## src/core_state_pkg.sv

```systemverilog
// constants for the core status word, exception table base and register file
// assumes a single core clock and one asynchronous active-low reset
//
// Notes on behaviour
// [RULE_01] supervisor writes whole status word; user low byte
// [RULE_02] reset loads upper byte 0x27: supervisor, mask 111
// [RULE_03] trace bit 15 requests trace after each instruction
// [RULE_04] bit 13 shows privilege: one is supervisor
// [RULE_05] interrupt clears master bit; software may set
// [RULE_06] mask blocks levels at or below; level 7 passes
// [RULE_07] reserved bits always read zero
// [RULE_08] table base low twenty bits unstored, read zero
// [RULE_09] vector address is base plus displacement
// [RULE_10] software aligns onchip ram base to 32 Kbyte
// [RULE_11] data registers are 32 bits, longwords use all
// [RULE_12] byte or word writes keep upper bits
// [RULE_13] bit zero is the least significant bit
// [RULE_14] byte size refused for address registers
// [RULE_15] word source sign-extended for address destination
// [RULE_16] address register writes update all bits
// [RULE_17] flag-only access: upper byte zero, writes dropped
// [RULE_18] low byte: hint bit 7, flags 4 to 0
package core_state_pkg;

  // ****************************************
  // status word layout
  // ****************************************
  localparam int TRACE_BIT      = 15;
  localparam int SUPER_BIT      = 13;
  localparam int MASTER_BIT     = 12;
  localparam int MASK_LSB       = 8;
  localparam int HINT_BIT       = 7;
  localparam logic [15:0] SR_WRITABLE  = 16'hb79f;
  localparam logic [15:0] SR_USER_MASK = 16'h009f;
  localparam logic [7:0]  SR_RESET_HI  = 8'h27;
  localparam logic [2:0]  LEVEL_NMI    = 3'h7;

  // ****************************************
  // exception table base
  // ****************************************
  localparam logic [31:0] VBR_KEEP_MASK = 32'hfff0_0000;

  // ****************************************
  // operand sizes
  // ****************************************
  localparam logic [1:0] SIZE_BYTE = 2'h0;
  localparam logic [1:0] SIZE_WORD = 2'h1;
  localparam logic [1:0] SIZE_LONG = 2'h2;

  // ****************************************
  // onchip ram base alignment, kept by software
  // ****************************************
  localparam logic [31:0] RAM_ALIGN_MASK = 32'h0000_7fff;

  // ****************************************
  // register file write state
  // ****************************************
  typedef enum logic [1:0] {
    WR_IDLE = 2'b01,
    WR_BUSY = 2'b10
  } wr_state_e;

endpackage : core_state_pkg

```

## src/regfile_if.sv

```systemverilog
// signals between the state block and its register file
// assumes both ends run on the same core clock
interface regfile_if;
  logic        we;
  logic        addr_reg;
  logic [2:0]  idx;
  logic [1:0]  size;
  logic [31:0] wdata;
  logic [2:0]  ridx;
  logic        raddr_reg;
  logic [31:0] rdata;
  logic        refused;
  modport ctrl (output we, addr_reg, idx, size, wdata, ridx, raddr_reg, input rdata, refused);
  modport file (input we, addr_reg, idx, size, wdata, ridx, raddr_reg, output rdata, refused);
endinterface : regfile_if
```

## src/core_regfile.sv

```systemverilog
// eight data and eight address registers with sized write merge
// assumes one write port and one read port per cycle on the core clock
module core_regfile (
  input  wire logic clk,
  input  wire logic arst_n,
  regfile_if.file   rf
);

  logic [31:0] dreg_q [8];
  logic [31:0] areg_q [8];
  logic [31:0] dreg_d [8];
  logic [31:0] areg_d [8];
  logic [31:0] rd_d;
  logic        ref_d;

  // ****************************************
  // sized merge
  // ****************************************
  function automatic logic [31:0] merge_data(input logic [31:0] old, input logic [31:0] nw,
                                             input logic [1:0] sz);
    if (sz == core_state_pkg::SIZE_BYTE) begin
      merge_data = {old[31:8], nw[7:0]};  // [RULE_12] [RULE_13]
    end else if (sz == core_state_pkg::SIZE_WORD) begin
      merge_data = {old[31:16], nw[15:0]};  // [RULE_12]
    end else begin
      merge_data = nw;  // [RULE_11]
    end
  endfunction

  always_comb begin
    dreg_d = dreg_q;
    areg_d = areg_q;
    ref_d  = 1'b0;
    if (rf.we && !rf.addr_reg) begin
      dreg_d[rf.idx] = merge_data(dreg_q[rf.idx], rf.wdata, rf.size);
    end else if (rf.we && rf.size == core_state_pkg::SIZE_BYTE) begin
      ref_d = 1'b1;  // [RULE_14]
    end else if (rf.we && rf.size == core_state_pkg::SIZE_WORD) begin
      areg_d[rf.idx] = {{16{rf.wdata[15]}}, rf.wdata[15:0]};  // [RULE_15] [RULE_16]
    end else if (rf.we) begin
      areg_d[rf.idx] = rf.wdata;  // [RULE_16]
    end
    rd_d = rf.raddr_reg ? areg_d[rf.ridx] : dreg_d[rf.ridx];
  end

  always_ff @(posedge clk or negedge arst_n) begin
    if (!arst_n) begin
      for (int i = 0; i < 8; i++) begin
        dreg_q[i] <= 32'h0000_0000;
        areg_q[i] <= 32'h0000_0000;
      end
      rf.rdata   <= 32'h0000_0000;
      rf.refused <= 1'b0;
    end else begin
      dreg_q     <= dreg_d;
      areg_q     <= areg_d;
      rf.rdata   <= rd_d;
      rf.refused <= ref_d;
    end
  end

  // ****************************************
  // checks
  // ****************************************
  property p_byte_keeps_upper;
    @(posedge clk) disable iff (!arst_n)
      (rf.we && !rf.addr_reg && rf.size == core_state_pkg::SIZE_BYTE)
      |=> dreg_q[$past(rf.idx)][31:8] == $past(dreg_q[rf.idx][31:8]);
  endproperty
  a_byte_keeps_upper: assert property (p_byte_keeps_upper) else $error("byte write touched upper bits"); // [RULE_12]

  property p_word_sext;
    @(posedge clk) disable iff (!arst_n)
      (rf.we && rf.addr_reg && rf.size == core_state_pkg::SIZE_WORD)
      |=> areg_q[$past(rf.idx)][31:16] == {16{$past(rf.wdata[15])}};
  endproperty
  a_word_sext: assert property (p_word_sext) else $error("address word write not sign extended"); // [RULE_15]

  property p_byte_refused;
    @(posedge clk) disable iff (!arst_n)
      (rf.we && rf.addr_reg && rf.size == core_state_pkg::SIZE_BYTE)
      |=> rf.refused && areg_q[$past(rf.idx)] == $past(areg_q[rf.idx]);
  endproperty
  a_byte_refused: assert property (p_byte_refused) else $error("address byte write not refused"); // [RULE_14]

endmodule : core_regfile

```

## src/core_state.sv

```systemverilog
// status word, exception table base, interrupt gating and register access
// assumes the sequencer presents one operation per cycle as plain requests
module core_state (
  input  wire logic        clk,
  input  wire logic        arst_n,
  input  wire logic        sr_we,
  input  wire logic        sr_flags_only,
  input  wire logic [15:0] sr_wdata,
  input  wire logic        rte_restore,
  input  wire logic        irq_taken,
  input  wire logic        flags_we,
  input  wire logic [4:0]  flags_in,
  input  wire logic        vbr_we,
  input  wire logic [31:0] vbr_wdata,
  input  wire logic [7:0]  vector_num,
  input  wire logic [2:0]  irq_level,
  input  wire logic        insn_done,
  input  wire logic        reg_we,
  input  wire logic        reg_is_addr,
  input  wire logic [2:0]  reg_idx,
  input  wire logic [1:0]  reg_size,
  input  wire logic [31:0] reg_wdata,
  input  wire logic        reg_rd_is_addr,
  input  wire logic [2:0]  reg_rd_idx,
  input  wire logic [1:0]  reg_rd_size,
  output logic      [15:0] sr_rdata,
  output logic      [31:0] vbr_rdata,
  output logic      [31:0] vector_addr,
  output logic             supervisor,
  output logic             irq_accept,
  output logic             trace_req,
  output logic      [31:0] reg_rdata,
  output logic             reg_refused,
  output logic             busy
);

  regfile_if rf ();

  logic [15:0] sr_q;
  logic [15:0] sr_d;
  logic [31:0] vbr_q;
  logic [31:0] vbr_d;
  logic [15:0] srr_d;
  logic [31:0] vaddr_d;
  logic        irq_d;
  logic        trace_d;
  logic [2:0]  lvl7_q;
  logic [2:0]  lvl7_d;
  logic        nmi_edge;
  logic [1:0]  rd_size_q;
  logic        rd_addr_q;
  logic [31:0] rdat_d;
  logic [31:0] rdat_q;
  logic        refd_q;
  core_state_pkg::wr_state_e st_q;
  core_state_pkg::wr_state_e st_d;

  // ****************************************
  // status word
  // ****************************************
  function automatic logic [15:0] sr_merge(input logic [15:0] old, input logic [15:0] nw, input logic sup);
    logic [15:0] m;
    m = sup ? core_state_pkg::SR_WRITABLE : core_state_pkg::SR_USER_MASK;  // [RULE_01]
    sr_merge = ((old & ~m) | (nw & m)) & core_state_pkg::SR_WRITABLE;  // [RULE_07] [RULE_18]
  endfunction

  always_comb begin
    sr_d = sr_q;
    if (sr_we && sr_flags_only) begin
      sr_d = sr_merge(sr_q, {8'h00, sr_wdata[7:0]}, 1'b0);  // [RULE_17]
    end else if (sr_we || rte_restore) begin
      sr_d = sr_merge(sr_q, sr_wdata, sr_q[core_state_pkg::SUPER_BIT] | rte_restore);  // [RULE_05]
    end else if (flags_we) begin
      sr_d = {sr_q[15:5], flags_in};
    end
    if (irq_taken) begin
      sr_d[core_state_pkg::MASTER_BIT] = 1'b0;  // [RULE_05]
      sr_d[core_state_pkg::SUPER_BIT]  = 1'b1;
    end
    // flag-only reads see a zero upper byte
    srr_d = sr_flags_only ? {8'h00, sr_d[7:0]} : sr_d;  // [RULE_17]
  end

  // ****************************************
  // exception table base and vector address
  // ****************************************
  always_comb begin
    vbr_d = vbr_q;
    if (vbr_we && sr_q[core_state_pkg::SUPER_BIT]) begin
      vbr_d = vbr_wdata & core_state_pkg::VBR_KEEP_MASK;  // [RULE_08]
    end
    // displacement is four bytes per vector
    vaddr_d = vbr_d + {22'h00_0000, vector_num, 2'b00};  // [RULE_09]
  end

  // ****************************************
  // interrupt gating and trace
  // ****************************************
  // level 7 is edge sensitive: a held level 7 is accepted once
  assign nmi_edge = (lvl7_q[2:1] == 2'b01);

  always_comb begin
    lvl7_d = {lvl7_q[1:0], irq_level == core_state_pkg::LEVEL_NMI};
    irq_d  = nmi_edge ||
             (irq_level != core_state_pkg::LEVEL_NMI &&
              irq_level > sr_q[core_state_pkg::MASK_LSB +: 3]);  // [RULE_06]
    trace_d = insn_done && sr_q[core_state_pkg::TRACE_BIT];  // [RULE_03]
  end

  // ****************************************
  // register file access
  // ****************************************
  always_comb begin
    st_d = st_q;
    case (st_q)
      core_state_pkg::WR_IDLE: begin
        if (reg_we) begin
          st_d = core_state_pkg::WR_BUSY;
        end
      end
      core_state_pkg::WR_BUSY: begin
        if (!reg_we) begin
          st_d = core_state_pkg::WR_IDLE;
        end
      end
      default: st_d = core_state_pkg::WR_IDLE;
    endcase
  end

  assign rf.we        = reg_we;
  assign rf.addr_reg  = reg_is_addr;
  assign rf.idx       = reg_idx;
  assign rf.size      = reg_size;
  assign rf.wdata     = reg_wdata;
  assign rf.ridx      = reg_rd_idx;
  assign rf.raddr_reg = reg_rd_is_addr;

  core_regfile u_regfile (
    .clk    (clk),
    .arst_n (arst_n),
    .rf     (rf)
  );

  // sized source view of the file read
  always_comb begin
    if (rd_size_q == core_state_pkg::SIZE_BYTE) begin
      rdat_d = {24'h00_0000, rf.rdata[7:0]};  // [RULE_12]
    end else if (rd_size_q == core_state_pkg::SIZE_WORD && rd_addr_q) begin
      rdat_d = {{16{rf.rdata[15]}}, rf.rdata[15:0]};  // [RULE_15]
    end else if (rd_size_q == core_state_pkg::SIZE_WORD) begin
      rdat_d = {16'h0000, rf.rdata[15:0]};
    end else begin
      rdat_d = rf.rdata;  // [RULE_11]
    end
  end

  // ****************************************
  // registers
  // ****************************************
  always_ff @(posedge clk or negedge arst_n) begin
    if (!arst_n) begin
      sr_q        <= {core_state_pkg::SR_RESET_HI, 8'h00};  // [RULE_02]
      vbr_q       <= 32'h0000_0000;
      sr_rdata    <= {core_state_pkg::SR_RESET_HI, 8'h00};
      vbr_rdata   <= 32'h0000_0000;
      vector_addr <= 32'h0000_0000;
      supervisor  <= 1'b1;
      irq_accept  <= 1'b0;
      trace_req   <= 1'b0;
      lvl7_q      <= 3'h0;
      rd_size_q   <= core_state_pkg::SIZE_LONG;
      rd_addr_q   <= 1'b0;
      rdat_q      <= 32'h0000_0000;
      refd_q      <= 1'b0;
      st_q        <= core_state_pkg::WR_IDLE;
      busy        <= 1'b0;
    end else begin
      sr_q        <= sr_d;
      vbr_q       <= vbr_d;
      sr_rdata    <= srr_d;
      vbr_rdata   <= vbr_d;
      vector_addr <= vaddr_d;
      supervisor  <= sr_d[core_state_pkg::SUPER_BIT];  // [RULE_04]
      irq_accept  <= irq_d;
      trace_req   <= trace_d;
      lvl7_q      <= lvl7_d;
      rd_size_q   <= reg_rd_size;
      rd_addr_q   <= reg_rd_is_addr;
      rdat_q      <= rdat_d;
      refd_q      <= rf.refused;
      st_q        <= st_d;
      busy        <= (st_d == core_state_pkg::WR_BUSY);
    end
  end

  assign reg_rdata   = rdat_q;
  assign reg_refused = refd_q;

  // ****************************************
  // checks
  // ****************************************
  property p_user_keeps_upper;
    @(posedge clk) disable iff (!arst_n)
      (sr_we && !sr_q[13] && !rte_restore && !irq_taken) |=> sr_q[15:8] == $past(sr_q[15:8]);
  endproperty
  a_user_keeps_upper: assert property (p_user_keeps_upper) else $error("user write changed system byte"); // [RULE_01]

  property p_reserved_zero;
    @(posedge clk) disable iff (!arst_n)
      1'b1 |-> (sr_rdata & ~core_state_pkg::SR_WRITABLE) == 16'h0000;
  endproperty
  a_reserved_zero: assert property (p_reserved_zero) else $error("reserved status bit set"); // [RULE_07]

  property p_irq_master;
    @(posedge clk) disable iff (!arst_n)
      irq_taken |=> !sr_q[12] && supervisor;
  endproperty
  a_irq_master: assert property (p_irq_master) else $error("master bit not cleared by interrupt"); // [RULE_05]

  property p_trace;
    @(posedge clk) disable iff (!arst_n)
      insn_done |=> trace_req == $past(sr_q[15]);
  endproperty
  a_trace: assert property (p_trace) else $error("trace request wrong"); // [RULE_03]

  property p_mask;
    @(posedge clk) disable iff (!arst_n)
      (!nmi_edge && irq_level != 3'h7 && irq_level <= sr_q[10:8]) |=> !irq_accept;
  endproperty
  a_mask: assert property (p_mask) else $error("masked interrupt accepted"); // [RULE_06]

  property p_vbr_low;
    @(posedge clk) disable iff (!arst_n)
      1'b1 |-> vbr_rdata[19:0] == 20'h0_0000;
  endproperty
  a_vbr_low: assert property (p_vbr_low) else $error("table base low bits nonzero"); // [RULE_08]

  property p_vec_addr;
    @(posedge clk) disable iff (!arst_n)
      1'b1 |=> vector_addr == vbr_q + {22'h00_0000, $past(vector_num), 2'b00};
  endproperty
  a_vec_addr: assert property (p_vec_addr) else $error("vector address wrong"); // [RULE_09]

  property p_super_flag;
    @(posedge clk) disable iff (!arst_n)
      1'b1 |-> supervisor == sr_q[13];
  endproperty
  a_super_flag: assert property (p_super_flag) else $error("supervisor output mismatch"); // [RULE_04]

  property p_flags_upper;
    @(posedge clk) disable iff (!arst_n)
      (sr_we && sr_flags_only) |=> sr_rdata[15:8] == 8'h00;
  endproperty
  a_flags_upper: assert property (p_flags_upper) else $error("flag read upper byte nonzero"); // [RULE_17]

  property p_super_write;
    @(posedge clk) disable iff (!arst_n)
      (sr_we && !sr_flags_only && sr_q[13] && !irq_taken) |=> sr_q == ($past(sr_wdata) & core_state_pkg::SR_WRITABLE);
  endproperty
  a_super_write: assert property (p_super_write) else $error("supervisor write not taken whole"); // [RULE_01]

  property p_user_vbr;
    @(posedge clk) disable iff (!arst_n)
      (vbr_we && !sr_q[13]) |=> vbr_q == $past(vbr_q);
  endproperty
  a_user_vbr: assert property (p_user_vbr) else $error("user mode changed table base"); // [RULE_01]

  property p_vbr_write;
    @(posedge clk) disable iff (!arst_n)
      (vbr_we && sr_q[13]) |=> vbr_q == ($past(vbr_wdata) & core_state_pkg::VBR_KEEP_MASK);
  endproperty
  a_vbr_write: assert property (p_vbr_write) else $error("table base write wrong"); // [RULE_08]

  property p_trace_off;
    @(posedge clk) disable iff (!arst_n)
      !sr_q[15] |=> !trace_req;
  endproperty
  a_trace_off: assert property (p_trace_off) else $error("trace request with trace off"); // [RULE_03]

  property p_rte_master;
    @(posedge clk) disable iff (!arst_n)
      (rte_restore && !sr_we && !irq_taken) |=> sr_q[12] == $past(sr_wdata[12]);
  endproperty
  a_rte_master: assert property (p_rte_master) else $error("return did not restore master bit"); // [RULE_05]

  property p_unmasked;
    @(posedge clk) disable iff (!arst_n)
      (irq_level != 3'h7 && irq_level > sr_q[10:8]) |=> irq_accept;
  endproperty
  a_unmasked: assert property (p_unmasked) else $error("unmasked interrupt not accepted"); // [RULE_06]

  property p_nmi_edge;
    @(posedge clk) disable iff (!arst_n)
      nmi_edge |=> irq_accept;
  endproperty
  a_nmi_edge: assert property (p_nmi_edge) else $error("level 7 edge not accepted"); // [RULE_06]

  property p_flags_update;
    @(posedge clk) disable iff (!arst_n)
      (flags_we && !sr_we && !rte_restore && !irq_taken) |=> sr_q[4:0] == $past(flags_in);
  endproperty
  a_flags_update: assert property (p_flags_update) else $error("flag update lost"); // [RULE_18]

  property p_flag_write_keeps_sys;
    @(posedge clk) disable iff (!arst_n)
      (sr_we && sr_flags_only && !irq_taken) |=> sr_q[15:8] == $past(sr_q[15:8]);
  endproperty
  a_flag_write_keeps_sys: assert property (p_flag_write_keeps_sys) else $error("flag write changed system byte"); // [RULE_17]

endmodule : core_state

```

## config.mk

```make
export PLATFORM = sky130hd
export DESIGN_NAME = core_state
export DESIGN_NICKNAME = d
export VERILOG_FILES = /design/src/core_state_pkg.sv /design/src/regfile_if.sv /design/src/core_regfile.sv /design/src/core_state.sv
export SDC_FILE = /design/constraint.sdc
export NUM_CORES = 1
export LEC_CHECK = 0
export ABC_AREA = 0
export BUFFER_PORTS_ARGS = -buffer_cell sky130_fd_sc_hd__buf_2
export CAP_MARGIN = 10
export CORE_MARGIN = 3
export CORE_UTILIZATION = 55
export CTS_BUF_LIST = sky130_fd_sc_hd__clkbuf_4 sky130_fd_sc_hd__clkbuf_8 sky130_fd_sc_hd__clkbuf_16
export DETAILED_ROUTE_END_ITERATION = 7
export PLACE_DENSITY_LB_ADDON = 0.25
export SLEW_MARGIN = 20
export SYNTH_ARGS = -nofsm -noshare
export SYNTH_HDL_FRONTEND = slang
export SYNTH_SLANG_ARGS = --single-unit
```

## constraint.sdc

```tcl
create_clock -name clk -period 5.5 [get_ports clk]
set_clock_uncertainty 0.15 [all_clocks]
set_input_delay 0.275 -clock clk [delete_from_list [all_inputs] [get_ports clk]]
set_output_delay 0.275 -clock clk [all_outputs]
set_load 0.02 [all_outputs]
```

==> impl_metrics.toml, run 1 <==
[logic_synthesis]
netlist_area_um2 = 32600
synth_xor_area_share_pct = 0.780
synth_top_family_by_area = "compound AO/OA/AOI/OAI gates"
synthesis.instances = 3112
yosys-mux-area-fraction_pct = 13.7
synth_seq_cells = 671
synthDistinctLibCells = 87
synth-edff-count = 0
synth_compound_area_share_pct = 16.6
synth_ff_type = "dfrtp_1"
ys_async_sr_fraction_pct = 100
yosys.area_share.simple_pct = 12.6
yosys.area_share.adder_pct = 0.561
ys_seq_area_share_pct = 51.6
synth.avg_cell_area_um2 = 10.5
yosysWarnings = 0

[placed_design]
place_congestion = 0.958
dp.cells = 3913
port_buffers = 204
place_area_um2 = 34300
dp_hpwl_um = 69400

[sta]
holdWs_ns = 0.0281
min_period_ns = 3.77
max-slew-margin-rel_pct = 23.6
setup_tns_ns = 0
post-route-period-util_pct = 68.6
setup-violations-final = 0
rsz0062_at_grt = "no"
hold_violations = 0
worst_pin_slew_ns = 1.14
fmax_mhz = 265
slew_violations = 0

[die]
fp.coreArea_um2 = 58100
row_count = 88
fp.dieW_um = 249
die_area_um2 = 62200
io_pins = 235
die_h_um = 249
initial_core_util_pct = 56.0

[setup_path]
criticalPathCategory = "primary input to register"
critPathLaunchType = "primary input"
cp_max_fo = 14
critPathArrivalTime_ns = 4.13
end_kind = "register"
cp.required_ns = 5.85

[clock_tree]
insertion_delay_ns = 0.63
cts_inserted_buffers = 72
clockBufferDepth = 3
root_buffer = "clkbuf_16"
cts_tree = "built"
clkTransAtPathRegs_ns = 0.06
cts.sink_count = 671
ctsHtreeMaxLevel = 3

[pwr]
pwr_density_cell_nw_per_um2 = 383
power_leakage_nw = 17.1
vdd_drop_max_mv = 0.289

[layout]
fin_area_um2 = 37300
drive_gt1_share_pct = 20.3
area_growth_pct = 14.6
stdcell_count = 4116
nFillCells = 4432
nNetsFinal = 3426

[global_route]
grt_pass1_wl_um = 166000
antenna_found_initial = 2
grt_usage_pct = 34.5
grt_overflow = 0
grt_pass1_vias = 27773
grt_max_degree = 177

[route]
drtAntennaViolNets = 0
drt-wirelength-per-cell_um = 26.6
wl_um = 109000
drcViolationCount = 20
drtIter0Drc = 3422
num_vias = 27535
first_pass_iters = 8
viasPerCell = 6.69

[job]
maxCapViolations = 0

[outcome]
status = "finished with violations"
violations = "design-rule violations"

[worst_hold_path]
hold_path_class = "primary input to register"
[power breakdown]
part           switching (mW)  total (mW)  internal [mW]
clock network            2.02        4.87           2.85
registers               0.441        6.42           5.98
logic                    1.79        3.02           1.23
total                    4.25        14.3           10.1
[synthesized netlist by cell type (7+ instances only)]
cell / n / area share [%]
a2bb2oi_1: 34 / 0.91
nor4_1: 10 / 0.19
nor2b_1: 23 / 0.44
nand2_1: 567 / 6.5
buf_2: 67 / 1.0
o21ai_0: 202 / 3.1
a221oi_1: 29 / 0.78
dfstp_2: 10 / 0.81
and2_1: 24 / 0.46
or3_1: 15 / 0.29
xor2_1: 10 / 0.27
mux4_2: 65 / 4.5
o32ai_1: 54 / 1.5
xnor2_1: 19 / 0.51
dfrtp_1: 661 / 51
ha_1: 13 / 0.50
o221a_2: 9 / 0.31
a211oi_1: 15 / 0.35
nand3_1: 24 / 0.37
a22oi_1: 13 / 0.30
a31oi_1: 16 / 0.31
nand2b_1: 29 / 0.56
o31ai_1: 43 / 0.99
a21boi_0: 9 / 0.21
mux2_2: 129 / 4.5
a21oi_1: 137 / 2.1
o221ai_1: 15 / 0.40
mux2i_1: 154 / 4.7
inv_1: 50 / 0.58
buf_1: 20 / 0.23
o22a_1: 45 / 1.2
nor3_1: 20 / 0.31
nor2_1: 169 / 1.9
o22ai_1: 20 / 0.38
clkbuf_1: 161 / 1.9
o211ai_1: 41 / 0.94
a21o_1: 7 / 0.16
a22o_1: 9 / 0.24
o21ai_1: 7 / 0.11
o2bb2ai_1: 15 / 0.40
buf_4: 15 / 0.35
[path summary, 6_finish.rpt]
kind,startpoint,to,slack (ns),cells after the start
setup / recovery,reg_wdata[15],u_regfile.rf.rdata[20],1.73,10
hold / removal,reg_size[0],u_regfile.areg_q[16],0.03,3
setup reg to reg,sr_q[13],vector_addr[24],1.86,13
hold reg to reg,lvl7_q[0],lvl7_q[1],0.20,0
max in group asynchronous,arst_n,u_regfile.dreg_q[8],3.69,3
min in group asynchronous,arst_n,sr_q[0],0.08,2
[timing repair]
item                      in CTS  in global routing
hold buffers                  72                  0
hold endpoints to repair     256                  0
resized for setup              0                  0
setup buffers                  0                  0
[area by class of cell]
type	instances	area, um^2	area share, %
diodes	4	10.0	0.0268
clock inverters	16	123	0.328
multi-input cells	2127	14500	38.9
flip-flops and latches	671	16800	45.0
repair buffers	368	2500	6.70
well taps	765	957	2.56
clock buffers	111	2230	5.98
inverters	54	203	0.543
[critical path: stages]
cell,delay [ns]
dlygate4sd3_1,0.53
buf_2,0.26
a21oi_1,0.91
nor3b_2,0.21
buf_4,0.29
o22a_1,0.25
mux4_2,0.49
a22oi_1,0.48
o41ai_1,0.16
a211o_1,0.26
[state kept, by name, indices dropped and copies added (netlist names)]
signal                flops
busy                      1
irq_accept                1
lvl7_q                    3
rd_addr_q                 1
rd_size_q                 2
reg_rdata                32
reg_refused               1
sr_q                     14
sr_rdata                  8
st_q                      2
trace_req                 1
u_regfile.areg_q        256
u_regfile.dreg_q        256
u_regfile.rf.rdata       32
u_regfile.rf.refused      1
vbr_q                    30
vector_addr              30
[cell families after synthesis]
group / count (synthesis)
AND/OR/NAND/NOR: 939
AO/OA/AOI/OAI: 791
flip-flops: 671
multiplexers: 348
buffers and inverters: 319
XOR/XNOR: 29
adder cells (fa/ha/maj): 14
other: 1
[cell usage in the layout (no fill, tap or decap), types with 41 or more instances in the layout]
cell type | netlist | layout
nand2_1 | 567 | 563
o21ai_0 | 202 | 202
a21oi_1 | 137 | 137
o211ai_1 | 41 | 41
inv_1 | 50 | 50
clkbuf_16 | 0 | 75
mux4_2 | 65 | 65
buf_4 | 15 | 90
buf_2 | 67 | 200
dfrtp_1 | 661 | 661
mux2_2 | 129 | 129
dlygate4sd3_1 | 0 | 72
o22a_1 | 45 | 45
o32ai_1 | 54 | 54
o31ai_1 | 43 | 43
nor2_1 | 169 | 164
mux2i_1 | 154 | 154
[per-layer routing]
layer / GRT usage [%] / wire length [um] / vias up
met1: 44.1 / 40300 / 13703
met2: 53.1 / 50100 / 1800
met4: 22.0 / 7730 / 2
li1: - / - / 11580
met3: 7.98 / 11400 / 450
met5: 0 / 12 / -
[metrics by stage]
stage	utilization, %	total power [mW]	setup WS, ns
3_5_place_dp	58.9	9.35	1.49
6_report	64.2	14.3	1.73
4_1_cts	64.2	14.2	1.71
3_3_place_gp	58.9	9.18	1.53
5_1_grt	64.2	14.9	1.60
2_1_floorplan	-	8.37	1.95
No activity file was read; power rests on OpenSTA's default activity.
==> run 2, diff against run 1 <==
--- a/config.mk
+++ b/config.mk
@@ -5,7 +5,7 @@
 export SDC_FILE = /design/constraint.sdc
 export NUM_CORES = 1
 export LEC_CHECK = 0
-export ABC_AREA = 0
+export ABC_AREA = 1
 export BUFFER_PORTS_ARGS = -buffer_cell sky130_fd_sc_hd__buf_2
 export CAP_MARGIN = 10
 export CORE_MARGIN = 3
==> constraint.sdc (replaced) <==
create_clock -name clk -period 3 [get_ports clk]
set_clock_uncertainty 0.15 [all_clocks]
set_input_delay 0.15 -clock clk [delete_from_list [all_inputs] [get_ports clk]]
set_output_delay 0.15 -clock clk [all_outputs]
set_load 0.02 [all_outputs]
==> impl_metrics.toml, run 2 <==
[placed_design]
dp.cells = 5687
port_buffers = 204
place_congestion = 0.917
dp_hpwl_um = 67300

[layout]
final_util_pct = 65.5
nNetsFinal = 5165
layout_common_cells = "1579 x nand2_1, 919 x nand3_1, 661 x dfrtp_1"
reg_top3 = "u_regfile.areg_q (256), u_regfile.dreg_q (256)"
area_growth_pct = 16.7
final_common_cell = "nand2_1"
drive_gt1_share_pct = 10.8
stdcell_count = 5932

[die]
fp.coreArea_um2 = 62400
initial_core_util_pct = 56.1
die_area_um2 = 66700
die_h_um = 258
io_pins = 235
row_count = 91
fp.dieW_um = 258

[pwr]
p_sw_mw = 8.00
swShare_pct = 30.9
power_leakage_nw = 21.9
p_seq_share_pct = 43.8
vdd_drop_max_mv = 0.544
clkPwrFrac_pct = 35.3
intPower_mw = 17.9
pwr_density_cell_nw_per_um2 = 634
pwr-share-comb_pct = 21.0

[setup_path]
worst_r2r_endpoint = "vector_addr[26]"
critPathLaunchType = "primary input"
end_kind = "register"
critical_path.top_delay_family = "simple AND/OR/NAND/NOR gates"
r2r_setup_slack_ns = 0.18
critPathArrivalTime_ns = 3.14
reg2reg_from = "sr_q[13]"
max_stage_delay_ns = 0.62
cpMostUsedCell = "nand3_1"
criticalPathCategory = "primary input to register"
ff2ff_path_depth = 16
cp.required_ns = 3.30
critPathBufInv = 4
cp_max_fo = 17
cp_slowest_cell = "dlygate4sd3_1"
worstPathCellList = "dlygate4sd3_1 -> buf_2 -> nand3_1 -> inv_2 -> buf_4 -> nand3_1 -> o21ai_0 -> nand2_1 -> nand2_1 -> nand2_1 -> nand3_1 -> nand3_1 -> nand3_1 -> nand2_1"

[logic_synthesis]
netlist_area_um2 = 35000
synthTopCellsByArea = "dfrtp_1 47%, nand2_1 17%, nand3_1 13%, inv_1 5.2%, o21ai_0 2.9%"
synthesis.instances = 4806
synth-edff-count = 0
yosys-top-cells-count = "1587 x nand2_1, 922 x nand3_1, 661 x dfrtp_1"
synth.avg_cell_area_um2 = 7.29
ys_async_sr_fraction_pct = 100
synth_seq_cells = 671
synth_ff_type = "dfrtp_1"
ys_seq_area_share_pct = 48.0
synth_top_area_share_pct = 47.2
synth.most_common_cell = "nand2_1"
synthDistinctLibCells = 42
yosysWarnings = 0
synth_top_area_cell = "dfrtp_1"

[sta]
worst_pin_slew_ns = 1.01
fmax_mhz = 351
post-route-period-util_pct = 94.8
setup-violations-final = 0
hold_violations = 0
slew_violations = 0
rsz0062_at_grt = "yes"
max-slew-margin-rel_pct = 32.4
min_period_ns = 2.84

[job]
maxCapViolations = 0

[global_route]
grt_max_degree = 131
grt_overflow = 0
grt_usage_pct = 33.6
grt_pass1_wl_um = 177000
grt_pass1_vias = 32401
antenna_found_initial = 6

[clock_tree]
cts_tree = "built"
clkTransAtPathRegs_ns = 0.06
clockBufferDepth = 3
ctsHtreeMaxLevel = 3
cts_inserted_buffers = 73
insertion_delay_ns = 0.63
root_buffer = "clkbuf_16"
cts.sink_count = 671

[route]
wl_um = 114000
num_vias = 34045
drcViolationCount = 0
drtIter0Drc = 4150
viasPerCell = 5.74
drtAntennaViolNets = 0
drt-wirelength-per-cell_um = 19.2
first_pass_iters = 7

[worst_hold_path]
holdPathEnd = "rd_size_q[1]"
hp-start = "reg_rd_size[1]"
hold_path_class = "primary input to register"
min_path_cells = 2

[outcome]
status = "finished clean"
-- run 2: changes by cell type after synthesis, sizes merged, moves of 65 or more --
cell	before	now
nand2	567	1590
nand3	24	923
mux2	129	0
mux4	65	0
o21ai	209	314
mux2i	154	0
a21oi	137	44
inv	50	502
-- run 2: repair_timing --
action                                 in CTS  in global routing
buffers inserted                            0                  3
endpoints found under the hold margin     972                  0
hold buffers                              105                  0
setup endpoints to repair                   0                 10
resized for setup                           0                 17
-- run 2: per-layer routing --
metal | global-route usage, % | share of wire (%) | vias up
met5 | 0 | 0.039 | -
met4 | 16.6 | 5.0 | 6
met3 | 6.53 | 10 | 433
met2 | 53.1 | 46 | 1972
met1 | 44.6 | 39 | 15811
li1 | - | - | 15823
-- run 2: stage by stage --
stage                     setup TNS (ns)  hold slack [ns]  instance area (um^2)  total power [mW]  setup WS (ns)
after floorplan                        0           -0.296                 35100              15.0         0.0188
after global placement                 0          -0.0444                 37300              16.4          0.216
after detailed placement               0          -0.0421                 37300              16.6          0.169
after CTS                              0          0.00287                 40800              25.9         0.0145
after global routing             -0.0804           0.0363                 40900              27.2        -0.0620
final                                  0           0.0405                 40900              25.9          0.155
-- run 2: kinds of logic after synthesis --
logic type | Yosys count | share of synthesized area [%]
buf+inv | 794 | 8.90
fa+ha+maj | 14 | 0.522
simple gates | 2846 | 34.8
other cells | 1 | 0.0107
compound gates | 452 | 7.12
xor+xnor | 28 | 0.700
flops | 671 | 48.0
-- run 2: cell type report --
cell class | instances | area (um^2)
inverter | 503 | 1900
antenna | 2 | 5.00
multi-input combinational | 3346 | 15200
tap | 837 | 1050
clock buffer | 100 | 2150
timing repair buffer | 438 | 3440
fill | 5362 | 21500
sequential | 671 | 16800
clock inverter | 35 | 307
-- run 2: worst reg2reg max path, delay by kind of cell (launching register included) --
kind | cells | cell delay, ns
xor+xnor | 1 | 0.21
buf+inv | 3 | 0.23
fa+ha+maj | 2 | 0.58
flops | 1 | 0.37
simple gates | 10 | 1.18
-- run 2: worst max-delay path by stage --
stage | start | end | slack, ns | cells past startpoint
2_1_floorplan | sr_q[13] | vector_addr[30] | 0.02 | 18
3_5_place_dp | sr_q[13] | vector_addr[23] | 0.17 | 14
4_1_cts | sr_q[13] | vector_addr[9] | 0.01 | 13
3_3_place_gp | sr_q[13] | vector_addr[30] | 0.22 | 15
6_report | reg_we | u_regfile.rf.rdata[28] | 0.16 | 14
5_1_grt | sr_q[13] | vector_addr[26] | -0.06 | 16
-- run 2: power groups by stage --
stage | Sequential (mW) | Clock [mW] | Combinational [mW]
finish | 11.3 | 9.14 | 5.43
global route | 11.5 | 9.61 | 6.11
CTS | 11.3 | 9.22 | 5.33
detailed placement | 11.4 | 0 | 5.14
global placement | 11.4 | 0 | 5.00
floorplan | 11.5 | 0 | 3.52
